===== config.mk =====
export PLATFORM = sky130hd
export DESIGN_NAME = casc_top
export DESIGN_NICKNAME = d
export VERILOG_FILES = /design/src/hw/casc_top.v
export VERILOG_INCLUDE_DIRS = /design/src /design/src/hw
export SDC_FILE = /design/constraint.sdc
export NUM_CORES = 1
export LEC_CHECK = 0
export ABC_AREA = 1
export BUFFER_PORTS_ARGS = -buffer_cell sky130_fd_sc_hd__buf_2
export CAP_MARGIN = 40
export CORE_MARGIN = 2
export CORE_UTILIZATION = 53
export DETAILED_ROUTE_END_ITERATION = 16
export GPL_ROUTABILITY_DRIVEN = 1
export PLACE_DENSITY_LB_ADDON = 0.25
export SLEW_MARGIN = 15
export SYNTH_ARGS = -nofsm -noshare
export SYNTH_HDL_FRONTEND = slang
export SYNTH_SLANG_ARGS = --single-unit

===== constraint.sdc =====
create_clock -name CORE_CLK -period 9.7 [get_ports CORE_CLK]
set_input_delay 0.485 -clock CORE_CLK [delete_from_list [all_inputs] [get_ports CORE_CLK]]
set_output_delay 0.485 -clock CORE_CLK [all_outputs]
set_load 0.02 [all_outputs]

===== src/hw/casc_regs.vh =====
// Purpose: constants for the charge/active state controller
// Assumes: 125 MHz core clock, APB word addressing (byte address = 4 * index)
// Notes: timing counts are derived from the printed times
`ifndef CASC_REGS_VH
`define CASC_REGS_VH

// ----------------------------------------
// Register indices
// ----------------------------------------
`define CASC_IDX_STATUS 6'h00
`define CASC_IDX_VCAP 6'h05
`define CASC_IDX_SLOT 6'h07
`define CASC_IDX_CMD 6'h08
`define CASC_IDX_OUTSET 6'h09
`define CASC_IDX_CHGSET 6'h10
`define CASC_IDX_TARGET 6'h11
`define CASC_IDX_CEIL 6'h12
`define CASC_IDX_WARN 6'h13

// ----------------------------------------
// Field positions
// ----------------------------------------
`define CASC_ST_RDY 0
`define CASC_ST_LOWBAT 4
`define CASC_ST_ALARM 5
`define CASC_ST_EW 6
`define CASC_CMD_OD 0
`define CASC_CMD_CONT 1
`define CASC_CMD_OPR 2
`define CASC_CHG_FLOAT 4
`define CASC_CEIL_BIT 4
`define CASC_WARN_EN 4
`define CASC_WARN_PIN 5

// ----------------------------------------
// Reset values and fixed codes
// ----------------------------------------
`define CASC_RST_CHGSET 8'h00
`define CASC_RST_OUTSET 4'h8
`define CASC_RST_TARGET 4'hA
`define CASC_RST_WARN 8'h05
`define CASC_RST_SLOT 6'h00
`define CASC_LEARNED_TGT 5'h18
`define CASC_CEIL_LO 5'h1B
`define CASC_CEIL_HI 5'h1F
`define CASC_DEPLETED 5'h02
`define CASC_ICH_EMERG 3'h4

// ----------------------------------------
// Timing
// ----------------------------------------
`define CASC_CLK_MHZ 125
`define CASC_STARTUP_MS 20
`define CASC_LOWBAT_US 16
`define CASC_START_US 10
`define CASC_TEW_US 2
`define CASC_LOWBAT_CYC (`CASC_LOWBAT_US * `CASC_CLK_MHZ)
`define CASC_START_CYC (`CASC_START_US * `CASC_CLK_MHZ)
`define CASC_TEW_CYC (`CASC_TEW_US * `CASC_CLK_MHZ)
`define CASC_STARTUP_CYC (`CASC_STARTUP_MS * 1000 * `CASC_CLK_MHZ)

`endif


===== src/hw/casc_top.v =====
// Purpose: operating-state controller of a two-stage battery energy buffer
// Assumes: analog levels arrive as synchronous 5-bit codes; APB register access
// Notes: all outputs registered; settings kept until the battery supply drops
`timescale 1ns/100ps
`include "casc_regs.vh"

// Function
// - Startup connects outputs, Standby after 20 ms
// - Standby: port live, permanent switch closed
// - Regulated switch closed; float bit floats it
// - Settings retained while battery stays up
// - Standby holds ready and indicator low
// - Enable bits or armed start enter Charge
// - Charge boosts at selected constant current
// - Codes 0-3 normal, code 4 emergency
// - Pause charging below battery floor
// - Floor breach over 16 us flags battery
// - Slot zero uses fixed target, else learned
// - Ceiling select caps capacitor voltage
// - Report capacitor voltage while charging
// - On-demand goes Active at end-of-charge
// - Continuous stays charging, tops up capacitor
// - Active: regulator drives both outputs
// - Request forces Active; clear enable to Standby
// - Continuous request toggles Active and Charge
// - Auto: start pulse, ready, load stop
// - Low capacitor warning flag and ready pulse
// - Warning disabled after power-on
// - On-demand ready rises regulated, falls off
// - Continuous ready on target, falls off
// - Undervoltage alarm holds until next Charge
module casc_top #(
    parameter STARTUP_CYC = `CASC_STARTUP_CYC
) (
    input wire CORE_CLK,
    input wire ARST_N,
    input wire PSEL,
    input wire PENABLE,
    input wire PWRITE,
    input wire [7:0] PADDR,
    input wire [31:0] PWDATA,
    output reg [31:0] PRDATA,
    output reg PREADY,
    output reg PSLVERR,
    input wire BATT_POR_OK,
    input wire [4:0] BATT_CODE,
    input wire [4:0] CAP_CODE,
    input wire OUT_UNDERVOLT,
    input wire LOAD_PRESENT,
    input wire START,
    output reg READY,
    output reg BATT_TO_PERM,
    output reg BATT_TO_REG,
    output reg BOOST_EN,
    output reg [2:0] CHG_CURRENT,
    output reg REG_EN,
    output reg [3:0] REG_LEVEL,
    output reg [1:0] STATE
);

localparam ST_STARTUP = 2'h0;
localparam ST_STANDBY = 2'h1;
localparam ST_CHARGE = 2'h2;
localparam ST_ACTIVE = 2'h3;
localparam MD_OD = 2'h0;
localparam MD_CONT = 2'h1;
localparam MD_AUTO = 2'h2;
localparam [31:0] TEW_CYC32 = `CASC_TEW_CYC;

// ----------------------------------------
// Reset release
// ----------------------------------------
reg rst_s1_r;
reg rst_n_r;
always @(posedge CORE_CLK or negedge ARST_N) begin
    if (!ARST_N) begin
        rst_s1_r <= 1'b0;
        rst_n_r <= 1'b0;
    end else begin
        rst_s1_r <= 1'b1;
        rst_n_r <= rst_s1_r;
    end
end

// Battery floor code from the 3-bit select
function [4:0] floor_code;
    input [2:0] sel;
    begin
        floor_code = {1'b0, sel, 1'b0} + 5'h08;
    end
endfunction

// ----------------------------------------
// Registers
// ----------------------------------------
reg [1:0] state_r;
reg [1:0] mode_r;
reg [7:0] chgset_r;
reg [3:0] outset_r;
reg [3:0] target_r;
reg ceil_r;
reg [7:0] warn_r;
reg [5:0] slot_r;
reg [2:0] cmd_r;
reg [4:0] vcap_r;
reg rdy_r;
reg lowbat_r;
reg alarm_r;
reg ew_r;
reg reached_r;
reg below_d_r;
reg [21:0] startup_cnt_r;
reg [11:0] lowbat_cnt_r;
reg [11:0] start_cnt_r;
reg start_ok_r;
reg [7:0] tew_cnt_r;

wire [5:0] idx = PADDR[7:2];
wire acc = PSEL & PENABLE & PREADY;
wire wr = acc & PWRITE;
wire od = cmd_r[`CASC_CMD_OD];
wire cont = cmd_r[`CASC_CMD_CONT];
wire opr = cmd_r[`CASC_CMD_OPR];
wire warn_en = warn_r[`CASC_WARN_EN];
wire pin_en = warn_r[`CASC_WARN_PIN];
wire [4:0] ceil_code = ceil_r ? `CASC_CEIL_HI : `CASC_CEIL_LO;
wire [4:0] sel_tgt = (slot_r == 6'h00) ? {1'b1, target_r} : `CASC_LEARNED_TGT;
wire [4:0] end_tgt = (sel_tgt > ceil_code) ? ceil_code : sel_tgt;
wire end_reached = CAP_CODE >= end_tgt;
wire batt_low = BATT_CODE < floor_code(chgset_r[2:0]);
wire depleted = CAP_CODE < `CASC_DEPLETED;
wire cap_below_warn = CAP_CODE < {1'b0, warn_r[3:0]};
wire ew_event = (state_r == ST_ACTIVE) && warn_en && cap_below_warn && !below_d_r;
wire st_w1c = wr && (idx == `CASC_IDX_STATUS);
wire mapped = (idx == `CASC_IDX_STATUS) || (idx == `CASC_IDX_VCAP) ||
    (idx == `CASC_IDX_SLOT) || (idx == `CASC_IDX_CMD) || (idx == `CASC_IDX_OUTSET) ||
    (idx == `CASC_IDX_CHGSET) || (idx == `CASC_IDX_TARGET) ||
    (idx == `CASC_IDX_CEIL) || (idx == `CASC_IDX_WARN);

// ----------------------------------------
// State machine
// ----------------------------------------
reg [1:0] state_nxt;
reg [1:0] mode_nxt;
always @* begin
    state_nxt = state_r;
    mode_nxt = mode_r;
    case (state_r)
        ST_STARTUP: begin
            if (startup_cnt_r == STARTUP_CYC - 1) begin
                state_nxt = ST_STANDBY;
            end
        end
        ST_STANDBY: begin
            if (od) begin
                state_nxt = ST_CHARGE;
                mode_nxt = MD_OD;
            end else if (cont) begin
                state_nxt = ST_CHARGE;
                mode_nxt = MD_CONT;
            end else if (start_ok_r) begin
                state_nxt = ST_CHARGE;
                mode_nxt = MD_AUTO;
            end
        end
        ST_CHARGE: begin
            case (mode_r)
                MD_OD: begin
                    if (!od) begin
                        state_nxt = ST_STANDBY;
                    end else if (end_reached || opr) begin
                        state_nxt = ST_ACTIVE;
                    end
                end
                MD_CONT: begin
                    if (!cont && !opr) begin
                        state_nxt = ST_STANDBY;
                    end else if (opr) begin
                        state_nxt = ST_ACTIVE;
                    end
                    // Otherwise stays in Charge and keeps topping up
                end
                default: begin
                    if (end_reached) begin
                        state_nxt = ST_ACTIVE;
                    end
                end
            endcase
        end
        ST_ACTIVE: begin
            case (mode_r)
                MD_OD: begin
                    if (!od) begin
                        state_nxt = ST_STANDBY;
                    end
                end
                MD_CONT: begin
                    if (!cont && !opr) begin
                        state_nxt = ST_STANDBY;
                    end else if (!opr) begin
                        state_nxt = ST_CHARGE;
                    end
                end
                default: begin
                    if (!LOAD_PRESENT) begin
                        state_nxt = ST_STANDBY;
                    end
                end
            endcase
        end
        default: begin
            state_nxt = ST_STARTUP;
        end
    endcase
end

wire chg_entry = (state_nxt == ST_CHARGE) && (state_r != ST_CHARGE);

always @(posedge CORE_CLK or negedge rst_n_r) begin
    if (!rst_n_r) begin
        state_r <= ST_STARTUP;
        mode_r <= MD_OD;
        startup_cnt_r <= 22'h000000;
        start_cnt_r <= 12'h000;
        start_ok_r <= 1'b0;
    end else begin
        state_r <= state_nxt;
        mode_r <= mode_nxt;
        // Startup delay restarts while the battery is below the power-on level
        if (state_r == ST_STARTUP && BATT_POR_OK) begin
            startup_cnt_r <= startup_cnt_r + 22'h000001;
        end else begin
            startup_cnt_r <= 22'h000000;
        end
        // Start pin must stay high the full pulse time; glitches are ignored
        if (START && pin_en && state_r == ST_STANDBY) begin
            if (start_cnt_r != `CASC_START_CYC) begin
                start_cnt_r <= start_cnt_r + 12'h001;
            end
        end else begin
            start_cnt_r <= 12'h000;
        end
        start_ok_r <= START && pin_en && (state_r == ST_STANDBY) &&
            (start_cnt_r == `CASC_START_CYC - 1);
    end
end

// ----------------------------------------
// Settings and status
// ----------------------------------------
// Only the power-on reset clears settings; nothing else does
always @(posedge CORE_CLK or negedge rst_n_r) begin
    if (!rst_n_r) begin
        chgset_r <= `CASC_RST_CHGSET;
        outset_r <= `CASC_RST_OUTSET;
        target_r <= `CASC_RST_TARGET;
        ceil_r <= 1'b0;
        warn_r <= `CASC_RST_WARN;
        slot_r <= `CASC_RST_SLOT;
        cmd_r <= 3'h0;
    end else if (wr && state_r != ST_STARTUP) begin
        // Accepted in every state after startup, Standby included
        case (idx)
            `CASC_IDX_CHGSET: chgset_r <= PWDATA[7:0];
            `CASC_IDX_OUTSET: outset_r <= PWDATA[3:0];
            `CASC_IDX_TARGET: target_r <= PWDATA[3:0];
            `CASC_IDX_CEIL: ceil_r <= PWDATA[`CASC_CEIL_BIT];
            `CASC_IDX_WARN: warn_r <= PWDATA[7:0];
            `CASC_IDX_SLOT: slot_r <= PWDATA[5:0];
            `CASC_IDX_CMD: cmd_r <= PWDATA[2:0];
            default: cmd_r <= cmd_r;
        endcase
    end
end

always @(posedge CORE_CLK or negedge rst_n_r) begin
    if (!rst_n_r) begin
        vcap_r <= 5'h00;
        lowbat_cnt_r <= 12'h000;
        lowbat_r <= 1'b0;
        alarm_r <= 1'b0;
        ew_r <= 1'b0;
        below_d_r <= 1'b0;
        tew_cnt_r <= 8'h00;
        reached_r <= 1'b0;
        rdy_r <= 1'b0;
    end else begin
        if (state_r == ST_CHARGE || state_r == ST_ACTIVE) begin
            vcap_r <= CAP_CODE;
        end
        if (state_r == ST_CHARGE && batt_low) begin
            if (lowbat_cnt_r != `CASC_LOWBAT_CYC) begin
                lowbat_cnt_r <= lowbat_cnt_r + 12'h001;
            end
        end else begin
            lowbat_cnt_r <= 12'h000;
        end
        // Set wins over a same-cycle clear
        if (lowbat_cnt_r == `CASC_LOWBAT_CYC) begin
            lowbat_r <= 1'b1;
        end else if (st_w1c && PWDATA[`CASC_ST_LOWBAT]) begin
            lowbat_r <= 1'b0;
        end
        if (state_r == ST_ACTIVE && OUT_UNDERVOLT) begin
            alarm_r <= 1'b1;
        end else if (chg_entry) begin
            alarm_r <= 1'b0;
        end
        below_d_r <= (state_r == ST_ACTIVE) && warn_en && cap_below_warn;
        if (ew_event) begin
            ew_r <= 1'b1;
        end else if (st_w1c && PWDATA[`CASC_ST_EW]) begin
            ew_r <= 1'b0;
        end
        if (ew_event) begin
            tew_cnt_r <= TEW_CYC32[7:0];
        end else if (tew_cnt_r != 8'h00) begin
            tew_cnt_r <= tew_cnt_r - 8'h01;
        end
        if (chg_entry || state_r == ST_STANDBY) begin
            reached_r <= 1'b0;
        end else if (state_r == ST_CHARGE && end_reached) begin
            reached_r <= 1'b1;
        end
        if (state_r != ST_ACTIVE || depleted || alarm_r) begin
            rdy_r <= 1'b0;
        end else if (reached_r && !OUT_UNDERVOLT) begin
            rdy_r <= 1'b1;
        end
    end
end

// ----------------------------------------
// Power path and pins
// ----------------------------------------
always @(posedge CORE_CLK or negedge rst_n_r) begin
    if (!rst_n_r) begin
        READY <= 1'b0;
        BATT_TO_PERM <= 1'b0;
        BATT_TO_REG <= 1'b0;
        BOOST_EN <= 1'b0;
        CHG_CURRENT <= 3'h0;
        REG_EN <= 1'b0;
        REG_LEVEL <= 4'h0;
        STATE <= ST_STARTUP;
    end else begin
        STATE <= state_r;
        READY <= rdy_r && (tew_cnt_r == 8'h00) && !alarm_r;
        // Battery feeds the permanent rail in Standby and Charge, and in Startup while BATT_POR_OK is high
        BATT_TO_PERM <= (state_r != ST_ACTIVE) && (state_r != ST_STARTUP ||
            BATT_POR_OK);
        BATT_TO_REG <= (state_r == ST_STARTUP) ? BATT_POR_OK :
            (state_r != ST_ACTIVE) && !chgset_r[`CASC_CHG_FLOAT];
        // End-of-charge target (capped by the ceiling) reached stops the boost as well as a low battery
        BOOST_EN <= (state_r == ST_CHARGE) && !batt_low && !end_reached;
        // Codes above the emergency code fall back to the lowest current
        CHG_CURRENT <= (chgset_r[7:5] > `CASC_ICH_EMERG) ? 3'h0 : chgset_r[7:5];
        REG_EN <= (state_r == ST_ACTIVE);
        REG_LEVEL <= outset_r;
    end
end

// ----------------------------------------
// APB slave
// ----------------------------------------
always @(posedge CORE_CLK or negedge rst_n_r) begin
    if (!rst_n_r) begin
        PREADY <= 1'b0;
        PRDATA <= 32'h00000000;
        PSLVERR <= 1'b0;
    end else begin
        PREADY <= PSEL && PENABLE && !PREADY;
        PSLVERR <= PSEL && PENABLE && !PREADY && !mapped;
        if (PSEL && PENABLE && !PREADY && !PWRITE) begin
            case (idx)
                `CASC_IDX_STATUS: PRDATA <= {25'h0000000, ew_r, alarm_r, lowbat_r,
                    3'h0, rdy_r};
                `CASC_IDX_VCAP: PRDATA <= {27'h0000000, vcap_r};
                `CASC_IDX_SLOT: PRDATA <= {26'h0000000, slot_r};
                `CASC_IDX_CMD: PRDATA <= {29'h00000000, cmd_r};
                `CASC_IDX_OUTSET: PRDATA <= {28'h0000000, outset_r};
                `CASC_IDX_CHGSET: PRDATA <= {24'h000000, chgset_r};
                `CASC_IDX_TARGET: PRDATA <= {28'h0000000, target_r};
                `CASC_IDX_CEIL: PRDATA <= {27'h0000000, ceil_r, 4'h0};
                `CASC_IDX_WARN: PRDATA <= {24'h000000, warn_r};
                default: PRDATA <= 32'h00000000;
            endcase
        end else begin
            PRDATA <= 32'h00000000;
        end
    end
end

endmodule


# Yosys cells after proc, flatten, opt, wreduce, memory -nomap -nowiden
# Cells that the tools add are included.
dict set report classes {
  n_addsub 5
  n_lt_le_gt_ge 6
  n_eq_ne 22
  n_mux 43
  bitwise_logic 3
  n_reduce_logical 74
}
# operator n
set ops {}
lappend ops {{$pmux W8 S9} 1}
lappend ops {{$mux W12} 4}
lappend ops {{$mux W2} 16}
lappend ops {{$mux W32} 1}
lappend ops {{$logic_and A1 B1 Y1} 27}
lappend ops {{$add A12 B1 Y12 const B} 2}
lappend ops {{$eq A12 B11 Y1 const B} 2}
lappend ops {{$eq A6 B5 Y1 const B} 4}
lappend ops {{$ne A12 B11 Y1 const B} 2}
lappend ops {{$add A22 B1 Y22 const B} 1}
lappend ops {{$eq A22 B22 Y1 const B} 1}
lappend ops {{$mux W22} 1}
lappend ops {{$mux W8} 2}
lappend ops {{$reduce_and A2 Y1} 8}
lappend ops {{$logic_or A1 B1 Y1} 14}
lappend ops {{$reduce_bool A2 Y1} 7}
lappend ops {{$eq A6 B3 Y1 const B} 2}
lappend ops {{$eq A6 B4 Y1 const B} 2}
lappend ops {{$logic_not A6 Y1} 2}
lappend ops {{$logic_not A1 Y1} 11}
lappend ops {{$mux W1} 11}
lappend ops {{$logic_not A8 Y1} 1}
lappend ops {{$mux W4} 2}
lappend ops {{$pmux W2 S2} 2}
lappend ops {{18 further kinds} 27}
dict set report totals {
  reg_bits 154
  input_bits 59
  output_inout_bits 48
  elab_cells 187
}

# Depth between registers and ports, before layout
dict set report logic_depth {
  ltp_word 14
  mapped_depth 21
  ltp_nobuf 21
}

# Worst setup path after synthesis
# OpenSTA, ideal clock, no wires.
dict set report synth_timing {
  kind {register to register}
  from {register slot_r[2]}
  to {register alarm_r}
  setup_ps 116
  arrival_ps 2296
  required_time_ps 9584
  setup_slack_ps 7288
  stages_incl_launch_ff 21
  path_cell_list {dfrtp_1 > nor2_1 > and2_1 > nand2_1 > nor2_1 > ha_1 > nand2_1 > o21ai_0 > nor2_1 > a21oi_1 > ha_1 > nand2_1 > inv_1 > nand3_1 > nand3_1 > nand2_1 > nand2_1 > nand2_1 > nand3_1 > nand2_1 > nand2_1}
}
dict set report synth_via {
  elab_chain_cells 13
}
# item line
set synth_lines {}
lappend synth_lines {{from (decl)} casc_top.v:103} ;# reg [5:0] slot_r;
lappend synth_lines {{from (signal assigned)} casc_top.v:259} ;# slot_r <= `CASC_RST_SLOT;
lappend synth_lines {{from (signal assigned)} casc_top.v:269} ;# `CASC_IDX_SLOT: slot_r <= PWDATA[5:0];
lappend synth_lines {{$logic_not A6 Y1 (*)} casc_top.v:127} ;# wire [4:0] sel_tgt = (slot_r == 6'h00) ? {1'b1, target_r} : `CASC_LEARNED_TGT;
lappend synth_lines {{$mux W4 (no line) (*)} n/a}
lappend synth_lines {{$gt A5 B5 Y1} casc_top.v:128} ;# wire [4:0] end_tgt = (sel_tgt > ceil_code) ? ceil_code : sel_tgt;
lappend synth_lines {{$mux W4 (*)} casc_top.v:128}
lappend synth_lines {{$ge A5 B5 Y1 (*)} casc_top.v:129} ;# wire end_reached = CAP_CODE >= end_tgt;
lappend synth_lines {{$logic_or A1 B1 Y1} casc_top.v:171} ;# end else if (end_reached || opr) begin
lappend synth_lines {{$mux W2} casc_top.v:171}
lappend synth_lines {{$mux W2} casc_top.v:169} ;# if (!od) begin
lappend synth_lines {{$pmux W2 S2 (*)} casc_top.v:167} ;# case (mode_r)
lappend synth_lines {{$pmux W2 S4 (*)} casc_top.v:148} ;# case (state_r)
lappend synth_lines {{$eq A2 B2 Y1 (*)} casc_top.v:217} ;# wire chg_entry = (state_nxt == ST_CHARGE) && (state_r != ST_CHARGE);
lappend synth_lines {{$logic_and A1 B1 Y1 (*)} casc_top.v:217}
lappend synth_lines {{$reduce_bool A2 Y1 (no line) (*)} n/a}
lappend synth_lines {{to (signal assigned)} casc_top.v:281} ;# alarm_r <= 1'b0;
lappend synth_lines {{to (signal assigned)} casc_top.v:305} ;# alarm_r <= 1'b1;
lappend synth_lines {{to (signal assigned)} casc_top.v:307} ;# alarm_r <= 1'b0;
lappend synth_lines {{to (decl)} casc_top.v:108} ;# reg alarm_r;
# Mark *: on every way between the ends. The rest lies on a longest branch, timed or not.
# A chain may end at the register's enable or synchronous reset.

# Worst setup path after layout
dict set report layout_timing {
  from {register slot_r[2]}
  to {register reached_r}
}
dict set report layout_via {
  elab_chain_cells 14
}
# item line
set layout_lines {}
lappend layout_lines {{$logic_not A6 Y1 (*)} casc_top.v:127}
lappend layout_lines {{$mux W4 (no line) (*)} n/a}
lappend layout_lines {{$gt A5 B5 Y1} casc_top.v:128}
lappend layout_lines {{$mux W4 (*)} casc_top.v:128}
lappend layout_lines {{$ge A5 B5 Y1 (*)} casc_top.v:129}
lappend layout_lines {{$logic_or A1 B1 Y1} casc_top.v:171}
lappend layout_lines {{$mux W2} casc_top.v:171}
lappend layout_lines {{$mux W2} casc_top.v:169}
lappend layout_lines {{$pmux W2 S2} casc_top.v:167}
lappend layout_lines {{$pmux W2 S4} casc_top.v:148}
lappend layout_lines {{$eq A2 B2 Y1} casc_top.v:217}
lappend layout_lines {{$logic_and A1 B1 Y1} casc_top.v:217}
lappend layout_lines {{$logic_or A1 B1 Y1} casc_top.v:320} ;# if (chg_entry || state_r == ST_STANDBY) begin
lappend layout_lines {{$mux W1 / $reduce_bool A2 Y1 (equally long branches)} n/a}
lappend layout_lines {{to (signal assigned)} casc_top.v:285} ;# reached_r <= 1'b0;
lappend layout_lines {{to (signal assigned)} casc_top.v:321} ;# reached_r <= 1'b0;
lappend layout_lines {{to (signal assigned)} casc_top.v:323} ;# reached_r <= 1'b1;
lappend layout_lines {{to (decl)} casc_top.v:110} ;# reg reached_r;
# Marked as above.

==> flow_summary.toml <==
[clocking]
clock-sinks = 130
cts_resized = 0
cts_buffers = 17
post_cts.repair.setup_buffers = 0
clock_tree.buffer_depth = 2
cts_tree = "done"
clk_latency_ps = 430
cts_hold_buf = 1
htree_levels = 4
cts-root-buf = "clkbuf_16"
path_clk_slew_ps = 50

[min_path]
hold_class = "in2reg"
hold_end = "PREADY$_DFF_PN0_"
hold_path.startpoint = "PENABLE"
whs_path_depth = 3

[timing]
rsz0062_at_grt = "false"
maxSlewViolCount = 0
setup_tns_ps = 0
period_needed_ps = 2800
hold_ws_ps = 292
max_clock_freq_ghz = 0.358
hold_viol_final = 0
worst_slew_pin_slew_ps = 706
fin_skew_ps = 8.05
setup_viol = 0
slew_headroom_pct = 52.9
finalCritPeriodShare_pct = 28.8

[finish]
diodes = 0
nets = 996
final_cells = 1104
drive_gt1_share_pct = 12.0
synthToLayoutAreaGrowth_pct = 14.4

[drt]
detail-route-antenna-nets = 0
wire_per_inst_um = 12.8
detail_route.iter0.violations = 446
via_per_inst = 4.99
num_vias = 5504
route.detailed.drc = 0
drtPass1Iterations = 5
wl_um = 14200

[floorplanning]
io-pin-count = 107
start_util_pct = 53.7
core_um2 = 12500
fp-row-count = 41
die_w_um = 116
dieArea_um2 = 13500
die-height_um = 116

[setup_path]
crit_fanout = 4
worstReg2RegStart = "slot_r[2]$_DFFE_PN0P_"
reg2regPathDepth = 20
crit_chain = "nor2_1, and2_1, nand2_1, nor2_1, ha_1, nand2_1, o21ai_0, nor2_1, a21oi_1, ha_1, nand2_1, nand2_1, nand2_1, nand3_1, nand2_1, nand2_1, nand2_1, nand3_1, nand2_1, nand2_1"
rr_endpoint = "reached_r$_DFFE_PN0P_"
critPathRequiredTime_ps = 10010
critPathMostFrequentCell = "nand2_1"
reg2reg_slack_ps = 6900
crit_arrival_ps = 3110
critPathLaunchType = "register"
path_class = "reg2reg"
slowest_stage = "dfrtp_1"
end_kind = "register"
max_stage_delay_ps = 390

[logic_synthesis]
synth-seq-area-share_pct = 48.7
synth_top_area_share_pct = 46.7
postSynthCellCount = 850
avgSynthCellArea_um2 = 7.88
ys.warnings.count = 0
synth_edf_count = 0
yosys_register_bits = 130
yosysMostFrequentCell = "nand2_1"
synth_area_leaders = "dfrtp_1 (47%), nand2_1 (11%), inv_1 (6.7%)"
synth.top_cells.by_count = "nand2_1 (198), dfrtp_1 (125), inv_1 (120), nor2_1 (112), o21ai_0 (63)"
synthArstFlopShare_pct = 100
synth_top_area_cell = "dfrtp_1"
synthFlopType = "dfrtp_1"
yosysUniqueCellTypes = 40
synth_area_um2 = 6690

[power]
switchingPower_mw = 0.361
p_clk_share_pct = 44.8
power_leakage_nw = 3.62
pwr-share-comb_pct = 11.1
swShare_pct = 26.5
p_seq_share_pct = 44.1
p_int_mw = 0.999
p_per_area_nw_per_um2 = 178
peakVddDrop_mv = 0.142

[grt]
antenna_found_initial = 0
grt-ovfl-total = 0
grt_max_degree = 61
grt_pass1_wl_um = 23400
grt_pass1_vias = 5087
track_usage_pct = 22.6

[status]
status = "complete, no violations"

[place]
port_buffers = 55
dp_hpwl_um = 10400
place.gp.congestion = 0.886
placedCellCount = 1071

[flow_run]
cap_violations = 0
-- state kept, by name (all words and copies together), names as in the netlist, 2 cells and up --
signal	count
startup_cnt_r	22
lowbat_cnt_r	12
start_cnt_r	12
PRDATA	8
chgset_r	8
tew_cnt_r	8
warn_r	8
slot_r	6
vcap_r	5
REG_LEVEL	4
outset_r	4
target_r	4
CHG_CURRENT	3
cmd_r	3
STATE	2
mode_r	2
state_r	2
-- metrics by stage --
| stage | setup WS (ps) | power (mW) | instance area, µm² | util (%) |
|---|---|---|---|---|
| floorplan | 5820 | 0.717 | 6780 | - |
| global placement | 6980 | 0.756 | 7060 | 56.6 |
| CTS | 6910 | 1.37 | 7660 | 61.4 |
| finish | 6900 | 1.36 | 7660 | 61.4 |
| global route | 6520 | 1.43 | 7660 | 61.4 |
| detailed placement | 6920 | 0.761 | 7080 | 56.8 |
-- area by class of cell --
class	instances	area (µm²)
Fill cell	1116	4810
Sequential cell	130	3260
Multi-Input combinational cell	589	2830
Inverter	123	463
Clock buffer	20	447
Timing Repair Buffer	58	320
Tap cell	172	215
Clock inverter	12	116
-- cells by family after synthesis --
group | after synthesis | share of synthesized area (%)
simple gates | 415 | 26.6
buf+inv | 154 | 10.3
flops | 130 | 48.7
compound gates | 120 | 9.46
fa+ha+maj | 18 | 3.36
xor+xnor | 11 | 1.44
other cells | 2 | 0.112
-- worst max-delay path by stage --
| stage | start | endpoint | slack, ps |
|---|---|---|---|
| after floorplan | rst_n_r$_DFF_PN0_ | BATT_TO_PERM$_DFF_PN0_ | 5820 |
| after global routing | slot_r[2]$_DFFE_PN0P_ | alarm_r$_DFFE_PN0P_ | 6520 |
| final | slot_r[2]$_DFFE_PN0P_ | reached_r$_DFFE_PN0P_ | 6900 |
| after detailed placement | slot_r[2]$_DFFE_PN0P_ | alarm_r$_DFFE_PN0P_ | 6920 |
| after global placement | slot_r[2]$_DFFE_PN0P_ | reached_r$_DFFE_PN0P_ | 6980 |
| after CTS | slot_r[2]$_DFFE_PN0P_ | reached_r$_DFFE_PN0P_ | 6910 |
-- critical path: cells and delay by family, from the launching register on --
kind                       cells  cell delay (ps)
adders and majority gates      2              520
AOI/OAI and AO/OA              2              470
and+or+nand+nor               16             1300
DFF                            1              390
-- cells in the final DEF (no fill, tap or decap), types with 18 or more instances in the layout --
| cell | count |
|---|---|
| nand3_1 | 38 |
| buf_2 | 55 |
| a21oi_1 | 34 |
| dfrtp_1 | 124 |
| ha_1 | 18 |
| inv_1 | 120 |
| o21ai_0 | 63 |
| nor2_1 | 112 |
| nand2_1 | 198 |
| conb_1 | 25 |
| nor3_1 | 28 |
-- power groups by stage --
stage | clock network (mW) | logic [mW] | registers (mW)
detailed placement | 0 | 0.151 | 0.610
global placement | 0 | 0.147 | 0.609
CTS | 0.620 | 0.152 | 0.601
floorplan | 0 | 0.101 | 0.616
global route | 0.646 | 0.174 | 0.605
finish | 0.609 | 0.151 | 0.600
-- per-layer routing --
layer | wire, µm | GRT usage, % | vias up
li1 | - | - | 2803
met1 | 6550 | 30.0 | 2523
met2 | 6440 | 35.5 | 152
met3 | 912 | 5.60 | 26
met4 | 253 | 9.37 | 0
met5 | 0 | 0 | -
Power figures use the tool's default switching activity.
